`config.mk`:
```
export PLATFORM = sky130hd
export DESIGN_NAME = watchdog_timeout_reset
export DESIGN_NICKNAME = d
export VERILOG_FILES = /design/src/verilog/wdt_pkg.sv /design/src/verilog/wdt_period_decode.sv /design/src/verilog/watchdog_timeout_reset.sv
export VERILOG_INCLUDE_DIRS = /design/src /design/src/verilog
export SDC_FILE = /design/constraint.sdc
export NUM_CORES = 1
export LEC_CHECK = 0
export ABC_AREA = 1
export BUFFER_PORTS_ARGS = -buffer_cell sky130_fd_sc_hd__clkbuf_2
export CORE_MARGIN = 10
export CORE_UTILIZATION = 62
export CTS_CLUSTER_DIAMETER = 60
export DETAILED_ROUTE_END_ITERATION = 16
export PLACE_DENSITY = 0.8
export RECOVER_POWER = 25
export SETUP_SLACK_MARGIN = 0.2
export SKIP_LAST_GASP = 1
export SLEW_MARGIN = 20
export SYNTH_ARGS = -nofsm -noshare
export SYNTH_HDL_FRONTEND = slang
export SYNTH_SLANG_ARGS = --single-unit
```
`constraint.sdc`:
```
create_clock -name clk_sys -period 2.4 [get_ports clk_sys]
set_input_delay 0.12 -clock clk_sys [delete_from_list [all_inputs] [get_ports clk_sys]]
set_output_delay 0.12 -clock clk_sys [all_outputs]
set_load 0.005 [all_outputs]
```
`src/verilog/wdt_defs.svh`:
```
`ifndef WDT_DEFS_SVH
`define WDT_DEFS_SVH

// period select encodings
`define PSEL_2P15      2'h0
`define PSEL_2P18      2'h1
`define PSEL_2P21      2'h2
`define PSEL_2P24      2'h3

// timeout exponents, in powers of two system clocks
`define EXP_2P15       5'h0F
`define EXP_2P18       5'h12
`define EXP_2P21       5'h15
`define EXP_2P24       5'h18

// width of the main counter, enough for 2^24
`define WDT_CNT_W      25

// reset window after the interrupt timeout, in system clocks
`define RST_WIN_CYC    10'h200
`define RST_WIN_W      10

// length of the reset pulse driven out, in system clocks
`define RST_PULSE_CYC  4'h8

`endif

```
`src/verilog/wdt_pkg.sv`:
```
package wdt_pkg;

  // phase of the watchdog sequence
  typedef enum logic [1:0] {
    ST_COUNT,
    ST_RST_WIN,
    ST_RESET
  } wdt_state_type;

  // software controls, carried together
  typedef struct packed {
    logic       restart;
    logic       int_enable;
    logic [1:0] period_select;
  } wdt_ctrl_type;

endpackage

```
`src/verilog/wdt_period_decode.sv`:
```
`timescale 1ns/1ps
`include "wdt_defs.svh"

// ----------------------------------------------------------------
// period decode: terminal count for the selected interrupt timeout
// ----------------------------------------------------------------
module wdt_period_decode (
  // selection
  input  wire logic [1:0]               period_select,
  // terminal count, timeout minus one
  output logic      [`WDT_CNT_W-1:0]    term_count
);

  // one-hot power of two, minus one gives the last count value
  always_comb begin
    unique case (period_select)
      `PSEL_2P15: term_count = (`WDT_CNT_W'(1) << `EXP_2P15) - `WDT_CNT_W'(1);
      `PSEL_2P18: term_count = (`WDT_CNT_W'(1) << `EXP_2P18) - `WDT_CNT_W'(1);
      `PSEL_2P21: term_count = (`WDT_CNT_W'(1) << `EXP_2P21) - `WDT_CNT_W'(1);
      `PSEL_2P24: term_count = (`WDT_CNT_W'(1) << `EXP_2P24) - `WDT_CNT_W'(1);
    endcase
  end

endmodule // wdt_period_decode

```
`src/verilog/watchdog_timeout_reset.sv`:
```
`timescale 1ns/1ps
`include "wdt_defs.svh"

// ----------------------------------------------------------------
// watchdog with interrupt timeout and delayed system reset
// ----------------------------------------------------------------

// Overview of operation
// counter runs always, restart clears it to zero except during the reset pulse
// two-bit select picks 2^15/18/21/24 clocks
// timeout raises interrupt only when enabled
// timeout opens a 512-clock reset window
// window expiry without restart asserts system reset
// software restarts sooner than selected timeout
// interrupt optional, reset always happens
// restart in window cancels reset, new interval
module watchdog_timeout_reset (
  // clock and reset
  input  wire logic                  clk_sys,
  input  wire logic                  rst_b,
  // software controls
  input  wire wdt_pkg::wdt_ctrl_type ctrl,
  // event outputs
  output logic                       wdt_irq,
  output logic                       wdt_timeout_flag,
  output logic                       sys_reset
);

  // ----------------------------------------------------------------
  // state
  // ----------------------------------------------------------------
  wdt_pkg::wdt_state_type  state_q, state_d;       // sequence phase
  logic [`WDT_CNT_W-1:0]   cnt_q, cnt_d;           // interval counter
  logic [`RST_WIN_W-1:0]   win_q, win_d;           // reset window counter
  logic [3:0]              pulse_q, pulse_d;       // reset pulse length
  logic                    irq_q, irq_d;           // interrupt pulse
  logic                    flag_q, flag_d;         // timeout level
  logic                    rst_q, rst_d;           // system reset level
  logic [`WDT_CNT_W-1:0]   term_count;             // selected last count

  // period decode lives apart so the table is in one place
  wdt_period_decode u_decode (
    .period_select (ctrl.period_select),
    .term_count    (term_count)
  );

  // ----------------------------------------------------------------
  // next state
  // ----------------------------------------------------------------
  always_comb begin
    state_d = state_q;
    cnt_d   = cnt_q + `WDT_CNT_W'(1);
    win_d   = win_q;
    pulse_d = pulse_q;
    irq_d   = 1'b0;
    flag_d  = flag_q;
    rst_d   = 1'b0;
    unique case (state_q)
      wdt_pkg::ST_COUNT: begin
        if (ctrl.restart) begin
          cnt_d = '0;
        end else if (cnt_q >= term_count) begin
          // compare is >= so a shrunk period still times out at once
          irq_d   = ctrl.int_enable;
          flag_d  = 1'b1;
          cnt_d   = '0;
          win_d   = `RST_WIN_CYC - `RST_WIN_W'(1);
          state_d = wdt_pkg::ST_RST_WIN;
        end
      end
      wdt_pkg::ST_RST_WIN: begin
        if (ctrl.restart) begin
          // restart here cancels the pending reset
          cnt_d   = '0;
          flag_d  = 1'b0;
          state_d = wdt_pkg::ST_COUNT;
        end else if (win_q == '0) begin
          // reset does not depend on the interrupt enable
          rst_d   = 1'b1;
          pulse_d = `RST_PULSE_CYC - 4'h1;
          state_d = wdt_pkg::ST_RESET;
        end else begin
          win_d = win_q - `RST_WIN_W'(1);
        end
      end
      wdt_pkg::ST_RESET: begin
        // hold reset a few clocks; the system reset tree acts on it
        if (pulse_q == '0) begin
          cnt_d   = '0;
          flag_d  = 1'b0;
          state_d = wdt_pkg::ST_COUNT;
        end else begin
          rst_d   = 1'b1;
          pulse_d = pulse_q - 4'h1;
        end
      end
      default: begin
        state_d = wdt_pkg::ST_COUNT;
        cnt_d   = '0;
      end
    endcase
  end

  // ----------------------------------------------------------------
  // registers
  // ----------------------------------------------------------------
  always_ff @(posedge clk_sys or negedge rst_b) begin
    if (!rst_b) begin
      state_q <= wdt_pkg::ST_COUNT;
      cnt_q   <= '0;
      win_q   <= '0;
      pulse_q <= '0;
      irq_q   <= 1'b0;
      flag_q  <= 1'b0;
      rst_q   <= 1'b0;
    end else begin
      state_q <= state_d;
      cnt_q   <= cnt_d;
      win_q   <= win_d;
      pulse_q <= pulse_d;
      irq_q   <= irq_d;
      flag_q  <= flag_d;
      rst_q   <= rst_d;
    end
  end

  assign wdt_irq          = irq_q;
  assign wdt_timeout_flag = flag_q;
  assign sys_reset        = rst_q;

  // ----------------------------------------------------------------
  // checking aid: clocks spent in the reset window
  // ----------------------------------------------------------------
  // one bit wider than the window counter; it counts up to 512, which 10 bits would hold
  localparam int WIN_AGE_W = `RST_WIN_W + 1;

  logic [WIN_AGE_W-1:0]    win_age_q, win_age_d;   // window age in clocks

  // count only while waiting for a restart, clear elsewhere
  always_comb begin
    win_age_d = '0;
    if (state_q == wdt_pkg::ST_RST_WIN) begin
      win_age_d = win_age_q + WIN_AGE_W'(1);
    end
  end

  // register only; it feeds the assertions and is pruned in silicon
  always_ff @(posedge clk_sys or negedge rst_b) begin
    if (!rst_b) begin
      win_age_q <= '0;
    end else begin
      win_age_q <= win_age_d;
    end
  end
endmodule // watchdog_timeout_reset

```
==> out/summary.txt, run 1 <==
status: complete, no violations
CP arrival: 2.13 ns
Layout Skew: 0.00627 ns
die height: 88.1 um
drt first pass iters: 4
RSZ-0062 raised after global routing: no
switching pwr: 886 uW
reg2reg end: cnt_q[5]
Hold Path Origin: ctrl[2]
Max-Cap Viols: 0
Tot GR Track Use: 0.144
vias in the first global route: 2236
slowest stage delay, CP: 0.44 ns
io pins: 9
EDFF count, synth: 0
Max VDD drop: 0.564 mV
Clock Sinks: 44
Leak Pwr: 0.00151 uW
Post-Place Setup Slack: 0.369 ns
f_max: 512 MHz
Hold Path Class: in -> reg
final antenna-violating net count: 0
Syn Std Cell Area: 2880 um^2
Yosys top cell area share: 0.383
area grow syn2layout: 7.22%
Starting Density: 0.652
sequential share of power: 0.422
fraction of layout cells with a size suffix above 1: 0.148
max-slew violations: 0
CP max-delay cell: dfrtp_1
sequential fraction of the synthesis area: 0.383
CTS tree: done
Die Width: 88.1 um
CP endpoint kind: flip-flop
Final GP Congestion: 0.864
Vias: 2271
final wirelength: 5.21 mm
Die ar.: 7760 um^2
Power, Total: 2380 uW
Hold WS: 0.0126 ns
worst-skew pair later-pin latency: 0.30 ns
Fillers: 325
worst-path cell chain: ha_1 -> nand2_1 -> nor2_1 -> nand2_1 -> nor2_1 -> nand2_4 -> nand3b_2 -> nand2_2 -> nand2_4 -> nor2_1
setup ws final: 0.447 ns
relative max-transition margin: 0.295
Comb pwr share: 0.328
pwr/cell area: 773 nW/um^2
R2R depth: 10
initial antenna violation count: 0
Slew @ Worst Pin: 1.06 ns
Worst setup startpoint: cnt_q[20]
syn_area_per_cell: 7.80 um^2
port bufs: 8
r2r startpoint: cnt_q[20]
vias per cell: 5.21
cell mode on critical path: nor2_1
Mapped Cells: 369
# setup viols final: 0
core area: 4410 um^2
r2r setup slk: 0.45 ns
worst hold path cell count: 3
startpoint types: flip-flop
Bufs on Longest Clock Path: 2
first-pass GRT wire length: 9.23 mm
Routed WL per cell: 11.9 um
DRT iter0 DRCs: 161
H-tree Lvls: 2
grt ovf: 0
crit share post-route: 0.814
Hold Vio Cnt, Final: 0
Synth area leaders: dfrtp_1 (38%), nand2_1 (11%), ha_1 (7.0%)
Synth Warn #: 0
async set-reset flop share out of synthesis: 1.00
# rows: 24
Netlist cell types: 33
CP required: 2.58 ns
syn_nets: 391
TNS Setup: 0 ns
#FFs+latches synth: 44
clock-pin slew on the worst setup and hold paths: 0.08 ns
largest area contributor in the netlist: dfrtp_1
Worst Path Max Fanout: 23
Post CTS Setup Buffer Count: 0
clock root cell: clkbuf_8
fin crit period: 1.95 ns
diode count: 0
Setup CP Type: reg -> reg
cell-internal power: 1500 uW
hold worst-path end: wdt_irq
DR DRC count: 0
CTS buffer count: 5
Layout Nets: 405
Synth Flop Type: dfrtp_1
DP Wirelength: 3.97 mm
largest net degree at the start of global routing: 45
share of total power in the clock network: 0.250
Sw Share: 0.372
## power by group through the flow
stage               clock network, uW  registers, uW  logic [uW]
finish                            595           1010         782
global route                      637           1030         900
CTS                               610           1000         788
detailed placement                  0           1010         786
global placement                    0           1010         761
floorplan                           0            990         678
## registers in the layout, summed over array words and instances, names as in the netlist
register	cells
wdt_irq	1
state_q	2
pulse_q	4
sys_reset	1
wdt_timeout_flag	1
win_q	10
cnt_q	25
## cell type report
| cell class | instances | area, um^2 | share of cell area |
|---|---|---|---|
| well taps | 52 | 65.1 | 0.0211 |
| repair buffers | 10 | 55.1 | 0.0178 |
| clock buffers | 6 | 82.6 | 0.0268 |
| clock inverters | 2 | 38.8 | 0.0126 |
| multi-input cells | 272 | 1550 | 0.504 |
| flip-flops and latches | 44 | 1100 | 0.357 |
| inverters | 50 | 188 | 0.0609 |
## cell usage in the layout (no fill, tap or decap), types with 2 or more instances in the layout
| master | count |
|---|---|
| a21oi_1 | 6 |
| clkbuf_2 | 9 |
| clkbuf_8 | 6 |
| dfrtp_1 | 44 |
| ha_1 | 16 |
| inv_1 | 48 |
| inv_2 | 2 |
| nand2_1 | 81 |
| nand2_2 | 6 |
| nand2_4 | 3 |
| nand3_1 | 22 |
| nand4_1 | 10 |
| nor2_1 | 50 |
| nor2_2 | 14 |
| nor2_4 | 3 |
| nor3_1 | 8 |
| nor3b_1 | 6 |
| o21ai_0 | 6 |
| o21ai_2 | 9 |
| xnor2_1 | 4 |
| xor2_1 | 15 |
## per-layer routing
metal	wire (um)	global-route usage	vias up
met5	0	0	-
met4	95	0.0599	0
met3	110	0.0251	9
met2	2470	0.243	24
met1	2530	0.177	1033
li1	-	-	1205
## worst max path at each step
stage,to,cells past startpoint
4_1_cts,cnt_q[5],9
3_3_place_gp,cnt_q[15],9
6_report,cnt_q[5],10
3_5_place_dp,cnt_q[5],9
5_1_grt,cnt_q[16],10
2_1_floorplan,win_q[0],10
## synthesized netlist by cell type, types with 2 or more instances
cell type and count:
a21oi_1 6, buf_6 3, dfrtp_1 44, ha_1 16, inv_1 48, inv_2 2
nand2_1 81, nand2_2 6, nand2_4 3, nand3_1 22, nand4_1 10, nor2_1 50
nor2_2 14, nor2_4 3, nor3_1 8, nor3b_1 6, o21ai_0 6, o21ai_2 9
xnor2_1 4, xor2_1 15
## timing repair
action / CTS / global route
endpoints found under the hold margin: 44 / 0
hold buffers: 1 / 0
resized for setup: 0 / 1
endpoints found under the setup margin: 0 / 13
## worst max-delay path, delay by kind of cell (launching register included)
family                     cells  cell delay, ns
adders and majority gates      1            0.33
DFF                            1            0.44
and+or+nand+nor                9            1.06
## cell families after synthesis
| logic type | count (synthesis) | share of synthesized area |
|---|---|---|
| and+or+nand+nor | 209 | 0.348 |
| AOI/OAI and AO/OA | 28 | 0.0648 |
| DFF | 44 | 0.383 |
| adders and majority gates | 16 | 0.0696 |
| buffers and inverters | 53 | 0.0770 |
| xor gates and xnor gates | 19 | 0.0579 |
## through the flow
| stage | cells | util | cell area, um^2 |
|---|---|---|---|
| floorplan | 369 | - | 2880 |
| global placement | 427 | 0.670 | 2960 |
| detailed placement | 427 | 0.670 | 2960 |
| CTS | 436 | 0.699 | 3090 |
| global route | 436 | 0.699 | 3080 |
| finish | 436 | 0.699 | 3080 |
(Power assumes the default switching activity.)
==> run 2, diff against run 1 <==
CORE_UTILIZATION = 56   (was 62)
PLACE_DENSITY = 0.76   (was 0.8)
clock period = 1.7 ns   (was 2.4 ns; I/O delays follow)
==> run 2 against run 1 <==
The flow now finishes with violations (setup timing). Cell area is 23% higher. Count of clock-buffer cells in the layout is 1 lower. First-iteration DRC count is 20% lower. Via count is 14% higher. Routed wire length is 34% higher. Critical path type unchanged.
==> out/summary.txt, run 2 (same netlist as run 1, synthesis figures left out) <==
register with the highest flop count: cnt_q (unchanged)
setup ws final: -0.0895 ns (was 0.447 ns)
vias in the first global route: 2501 (was 2236)
# setup viols final: 37 (was 0)
CP required: 1.90 ns (was 2.58 ns)
core area: 5040 um^2 (was 4410 um^2)
status: complete, but fails checks (was complete, no violations)
Starting Density: 0.570 (was 0.652)
H-tree Lvls: 2 (unchanged)
r2r startpoint: cnt_q[23] (was cnt_q[20])
relative max-transition margin: 0.522 (was 0.295)
vias per cell: 5.19 (was 5.21)
CP max-delay cell: dfrtp_1 (unchanged)
port bufs: 8 (unchanged)
most common cell after layout, fill and taps aside: nand2_1 (unchanged)
worst-skew pair later-pin latency: 0.31 ns (was 0.30 ns)
Leak Pwr: 0.00176 uW (was 0.00151 uW)
io pins: 9 (unchanged)
CP endpoint kind: flip-flop (unchanged)
Largest register FFs: 25 (unchanged)
final antenna-violating net count: 0 (unchanged)
CP arrival: 1.99 ns (was 2.13 ns)
grt ovf: 0 (unchanged)
Worst Path Max Fanout: 6 (was 23)
final wirelength: 6.98 mm (was 5.21 mm)
Hold Vio Cnt, Final: 0 (unchanged)
Slew @ Worst Pin: 0.716 ns (was 1.06 ns)
Hold Path Origin: ctrl[3] (was ctrl[2])
RSZ-0062 raised after global routing: yes (was no)
most frequent cells in the layout: nand2_1 (74), dfrtp_1 (44), inv_1 (43) (was nand2_1 (81), nor2_1 (50), inv_1 (48))
fraction of layout cells with a size suffix above 1: 0.344 (was 0.148)
Top Registers: cnt_q: 25 flops, win_q: 10 flops, pulse_q: 4 flops (unchanged)
die height: 91.7 um (was 88.1 um)
DP Wirelength: 4.67 mm (was 3.97 mm)
worst-path cell chain: ha_4 -> nand2_2 -> nor2_4 -> nand2_1 -> nor2_2 -> nand2_4 -> nand3b_4 -> nand2_4 -> nand2_8 -> clkbuf_16 -> nor2_2 (was ha_1 -> nand2_1 -> nor2_1 -> nand2_1 -> nor2_1 -> nand2_4 -> nand3b_2 -> nand2_2 -> nand2_4 -> nor2_1)
Worst setup startpoint: cnt_q[23] (was cnt_q[20])
CTS buffer count: 5 (unchanged)
f_max: 559 MHz (was 512 MHz)
Max VDD drop: 0.792 mV (was 0.564 mV)
clock root cell: clkbuf_8 (unchanged)
Clock Sinks: 44 (unchanged)
Fillers: 360 (was 325)
Routed WL per cell: 14.0 um (was 11.9 um)
startpoint types: flip-flop (unchanged)
DR DRC count: 0 (unchanged)
clock-pin slew on the worst setup and hold paths: 0.08 ns (about the same)
Tot GR Track Use: 0.156 (was 0.144)
Die ar.: 8400 um^2 (was 7760 um^2)
Layout Nets: 449 (was 405)
drt first pass iters: 4 (unchanged)
initial antenna violation count: 0 (unchanged)
DRT iter0 DRCs: 128 (was 161)
Die Width: 91.7 um (was 88.1 um)
Hold Path Class: in -> reg (unchanged)
first-pass GRT wire length: 10.9 mm (was 9.23 mm)
pwr/cell area: 1130 nW/um^2 (was 773 nW/um^2)
crit share post-route: 1.05 (was 0.814)
# rows: 26 (was 24)
CTS tree: done (unchanged)
diode count: 0 (unchanged)
Bufs on Longest Clock Path: 2 (unchanged)
max-slew violations: 0 (unchanged)
Final GP Congestion: 0.850 (was 0.864)
failing checks: setup timing
area grow syn2layout: 32.2% (was 7.22%)
largest net degree at the start of global routing: 29 (was 45)
Power, Total: 4280 uW (was 2380 uW)
Layout Skew: 0.00770 ns (was 0.00627 ns)
slowest stage delay, CP: 0.42 ns (was 0.44 ns)
Vias: 2579 (was 2271)
Hold WS: 0.153 ns (was 0.0126 ns)
fin crit period: 1.79 ns (was 1.95 ns)
Setup CP Type: reg -> reg (unchanged)
Max-Cap Viols: 0 (unchanged)
## run 2: critical path: cells and delay by family, from the launching register on
kind,cells,cell delay [ns]
AND/OR/NAND/NOR,9,0.79
flip-flops,1,0.42
adder cells (fa/ha/maj),1,0.29
buffers and inverters,1,0.16
## run 2: area by class of cell
class                           instances  area [um^2]  area share
Inverter                               50          188      0.0494
Tap cell                               70         87.6      0.0230
Clock buffer                            5         68.8      0.0181
Multi-Input combinational cell        272         1830       0.482
Sequential cell                        44         1100       0.290
Clock inverter                          2         60.1      0.0158
Timing Repair Buffer                   54          463       0.122
## run 2: where the power goes
part           total, uW  switching (uW)  internal [uW]
combinational       1900            1020            880
sequential          1420             176           1240
clock                960             381            579
total               4280            1580           2700
## run 2: path summary, 6_finish.rpt
check                                   end  cells after the start  slack (ns)
setup reg to reg                   cnt_q[2]                     11       -0.09
max in group asynchronous        pulse_q[1]                      3        0.71
hold / removal                   state_q[1]                      4        0.15
min in group asynchronous         cnt_q[13]                      2        0.36
hold reg to reg            wdt_timeout_flag                      2        0.50
setup / recovery                   cnt_q[2]                     11       -0.09
## run 2: metal layers
layer  GRT usage  part of all wire  wire length (um)
met4      0.0457             0.021               149
met5           0                 0                 0
met2       0.283              0.52              3660
met1       0.176              0.42              2900
met3      0.0375             0.039               270
## run 2: through the flow
step	std cells	instance area [um^2]	worst slack, ns	util	setup TNS, ns
final	497	3800	-0.0895	0.754	-2.48
after global routing	497	3800	-0.198	0.754	-6.06
after CTS	490	3520	-0.0562	0.699	-1.26
after detailed placement	477	3280	-0.0872	0.651	-1.54
after global placement	477	3280	-0.0842	0.651	-0.228
after floorplan	369	2920	0.00179	-	0
## run 2: timing repair
item                                   4_1_cts  5_1_grt
resized for setup                           20       44
endpoints found under the hold margin       27        0
gates cloned                                 0        2
pin swaps                                    9       21
setup endpoints to repair                   43       44
setup buffers                                4        5
hold buffers                                 2        0
==> run 3, diff against run 2 <==
CORE_UTILIZATION = 45   (was 56)
PLACE_DENSITY = 0.63   (was 0.76)
==> run 3 against run 2 <==
The run still ends with setup timing left. Via count is 1.9% higher. Sequential share of layout area is 1.3 points lower. Total power is 2.2% lower. Cell area is 5.0% higher. Critical path depth is 1 lower. Clock skew is 0.0030 ns higher. Highest routed layer unchanged.
==> out/summary.txt, run 3 (same netlist as run 1, synthesis figures left out) <==
pwr/cell area: 1050 nW/um^2 (was 1130 nW/um^2)
f_max: 554 MHz (was 559 MHz)
clock-pin slew on the worst setup and hold paths: 0.09 ns (was 0.08 ns)
CTS tree: done (unchanged)
core area: 6280 um^2 (was 5040 um^2)
Die ar.: 9990 um^2 (was 8400 um^2)
fin crit period: 1.80 ns (was 1.79 ns)
Layout Nets: 459 (was 449)
grt ovf: 0 (unchanged)
Final Cell Area: 3990 um^2 (was 3800 um^2)
setup ws final: -0.105 ns (was -0.0895 ns)
most common cell after layout, fill and taps aside: nand2_1 (unchanged)
H-tree Lvls: 2 (unchanged)
Slew @ Worst Pin: 0.984 ns (was 0.716 ns)
DRT iter0 DRCs: 118 (was 128)
CP arrival: 2.00 ns (was 1.99 ns)
Starting Density: 0.458 (was 0.570)
first-pass GRT wire length: 11.9 mm (was 10.9 mm)
final antenna-violating net count: 0 (unchanged)
Final GP Congestion: 0.853 (was 0.850)
worst-skew pair later-pin latency: 0.31 ns (about the same)
Layout Skew: 0.0107 ns (was 0.00770 ns)
die height: 100 um (was 91.7 um)
final wirelength: 7.31 mm (was 6.98 mm)
Max VDD drop: 0.846 mV (was 0.792 mV)
Bufs on Longest Clock Path: 2 (unchanged)
drt first pass iters: 4 (unchanged)
Clock Sinks: 44 (unchanged)
area occupied by multi-input gates: 2030 um^2 (was 1830 um^2)
fraction of layout cells with a size suffix above 1: 0.395 (was 0.344)
# rows: 29 (was 26)
largest net degree at the start of global routing: 19 (was 29)
# setup viols final: 36 (was 37)
Leak Pwr: 0.00182 uW (was 0.00176 uW)
initial antenna violation count: 0 (unchanged)
Routed WL per cell: 14.2 um (was 14.0 um)
FF/Latch Area: 1100 um^2 (about the same)
Max-Cap Viols: 0 (unchanged)
Setup CP Type: reg -> reg (unchanged)
Hold Path Class: in -> reg (unchanged)
most frequent cells in the layout: nand2_1 (71), buf_4 (48), inv_1 (42), dfrtp_1 (42), nor2_1 (28) (was nand2_1 (74), dfrtp_1 (44), inv_1 (43))
diode count: 0 (unchanged)
final non-filler cell total: 515 (was 497)
CP endpoint kind: flip-flop (unchanged)
clock root cell: clkbuf_8 (unchanged)
Vias: 2628 (was 2579)
status: complete, but fails checks (unchanged)
vias in the first global route: 2646 (was 2501)
RSZ-0062 raised after global routing: yes (unchanged)
area grow syn2layout: 38.8% (was 32.2%)
Hold Vio Cnt, Final: 0 (unchanged)
port bufs: 8 (unchanged)
DP Wirelength: 4.73 mm (was 4.67 mm)
placed cells: 488 (was 477)
vias per cell: 5.10 (was 5.19)
max-slew violations: 0 (unchanged)
Worst Path Max Fanout: 5 (was 6)
DR DRC count: 0 (unchanged)
post-layout util: 0.636 (was 0.754)
Tot GR Track Use: 0.144 (was 0.156)
failing checks: setup timing (unchanged)
io pins: 9 (unchanged)
Placed Area: 3300 um^2 (was 3280 um^2)
relative max-transition margin: 0.344 (was 0.522)
CTS buffer count: 5 (unchanged)
Largest register FFs: 25 (unchanged)
CP required: 1.89 ns (was 1.90 ns)
crit share post-route: 1.06 (was 1.05)
register with the highest flop count: cnt_q (unchanged)
Die Width: 100 um (was 91.7 um)
Top Registers: cnt_q: 25 flops, win_q: 10 flops, pulse_q: 4 flops (unchanged)
startpoint types: flip-flop (unchanged)
Fillers: 522 (was 360)
run 3: repair_timing:
action | 4_1_cts | 5_1_grt
endpoints found under the setup margin | 43 | 44
hold buffers | 2 | 0
hold endpoints to repair | 17 | 0
gates cloned | 3 | 1
gates resized for setup | 51 | 38
pin swaps | 19 | 36
setup buffers | 6 | 7
run 3: per-layer routing:
metal,global-route usage,routed length (um),up-vias
met5,0,0,-
met4,0.0463,107,0
met3,0.0282,336,10
met2,0.246,3710,41
met1,0.177,3160,1268
li1,-,-,1309
run 3: cell type report:
type | count | area share
clock buffers | 7 | 0.0241
clock inverters | 1 | 0.00752
inverters | 50 | 0.0480
multi-input cells | 276 | 0.509
flip-flops and latches | 44 | 0.276
well taps | 77 | 0.0241
repair buffers | 60 | 0.111
run 3: path summary, 6_finish.rpt:
kind,from,slack (ns),end,cells after the start
min reg2reg,wdt_timeout_flag,0.49,wdt_timeout_flag,2
min,ctrl[3],0.14,state_q[1],4
max reg2reg,cnt_q[17],-0.10,win_q[0],10
max in group asynchronous,rst_b,0.43,state_q[0],3
min in group asynchronous,rst_b,0.45,cnt_q[11],2
max,cnt_q[17],-0.10,win_q[0],10
run 3: worst max-delay path, stage by stage, from the launching register on:
cell and delay [ns]:
dfrtp_2 0.45, ha_4 0.26, nand2_2 0.08, nor2_4 0.04, nand3_1 0.11, nand2_2 0.08
nor2_4 0.16, nand3_4 0.18, buf_6 0.18, o211ai_1 0.07, nand2_1 0.07
run 3: stage by stage:
stage	hold slack [ns]	power, uW	TNS [ns]	worst slack, ns
after floorplan	-0.211	2390	0	0.00179
after global placement	0.0594	2710	-2.81	-0.112
after detailed placement	0.0612	2740	-3.10	-0.151
after CTS	0.144	4050	-1.14	-0.0604
after global routing	0.169	4490	-4.94	-0.187
final	0.143	4190	-1.75	-0.105
run 3: where the power goes:
| part | total, uW | leakage, uW | switching [uW] | internal [uW] |
|---|---|---|---|---|
| sequential | 1420 | 0.000577 | 175 | 1240 |
| combinational | 1860 | 0.00118 | 1090 | 776 |
| clock | 905 | 0.0000645 | 386 | 519 |
| total | 4190 | 0.00182 | 1650 | 2540 |
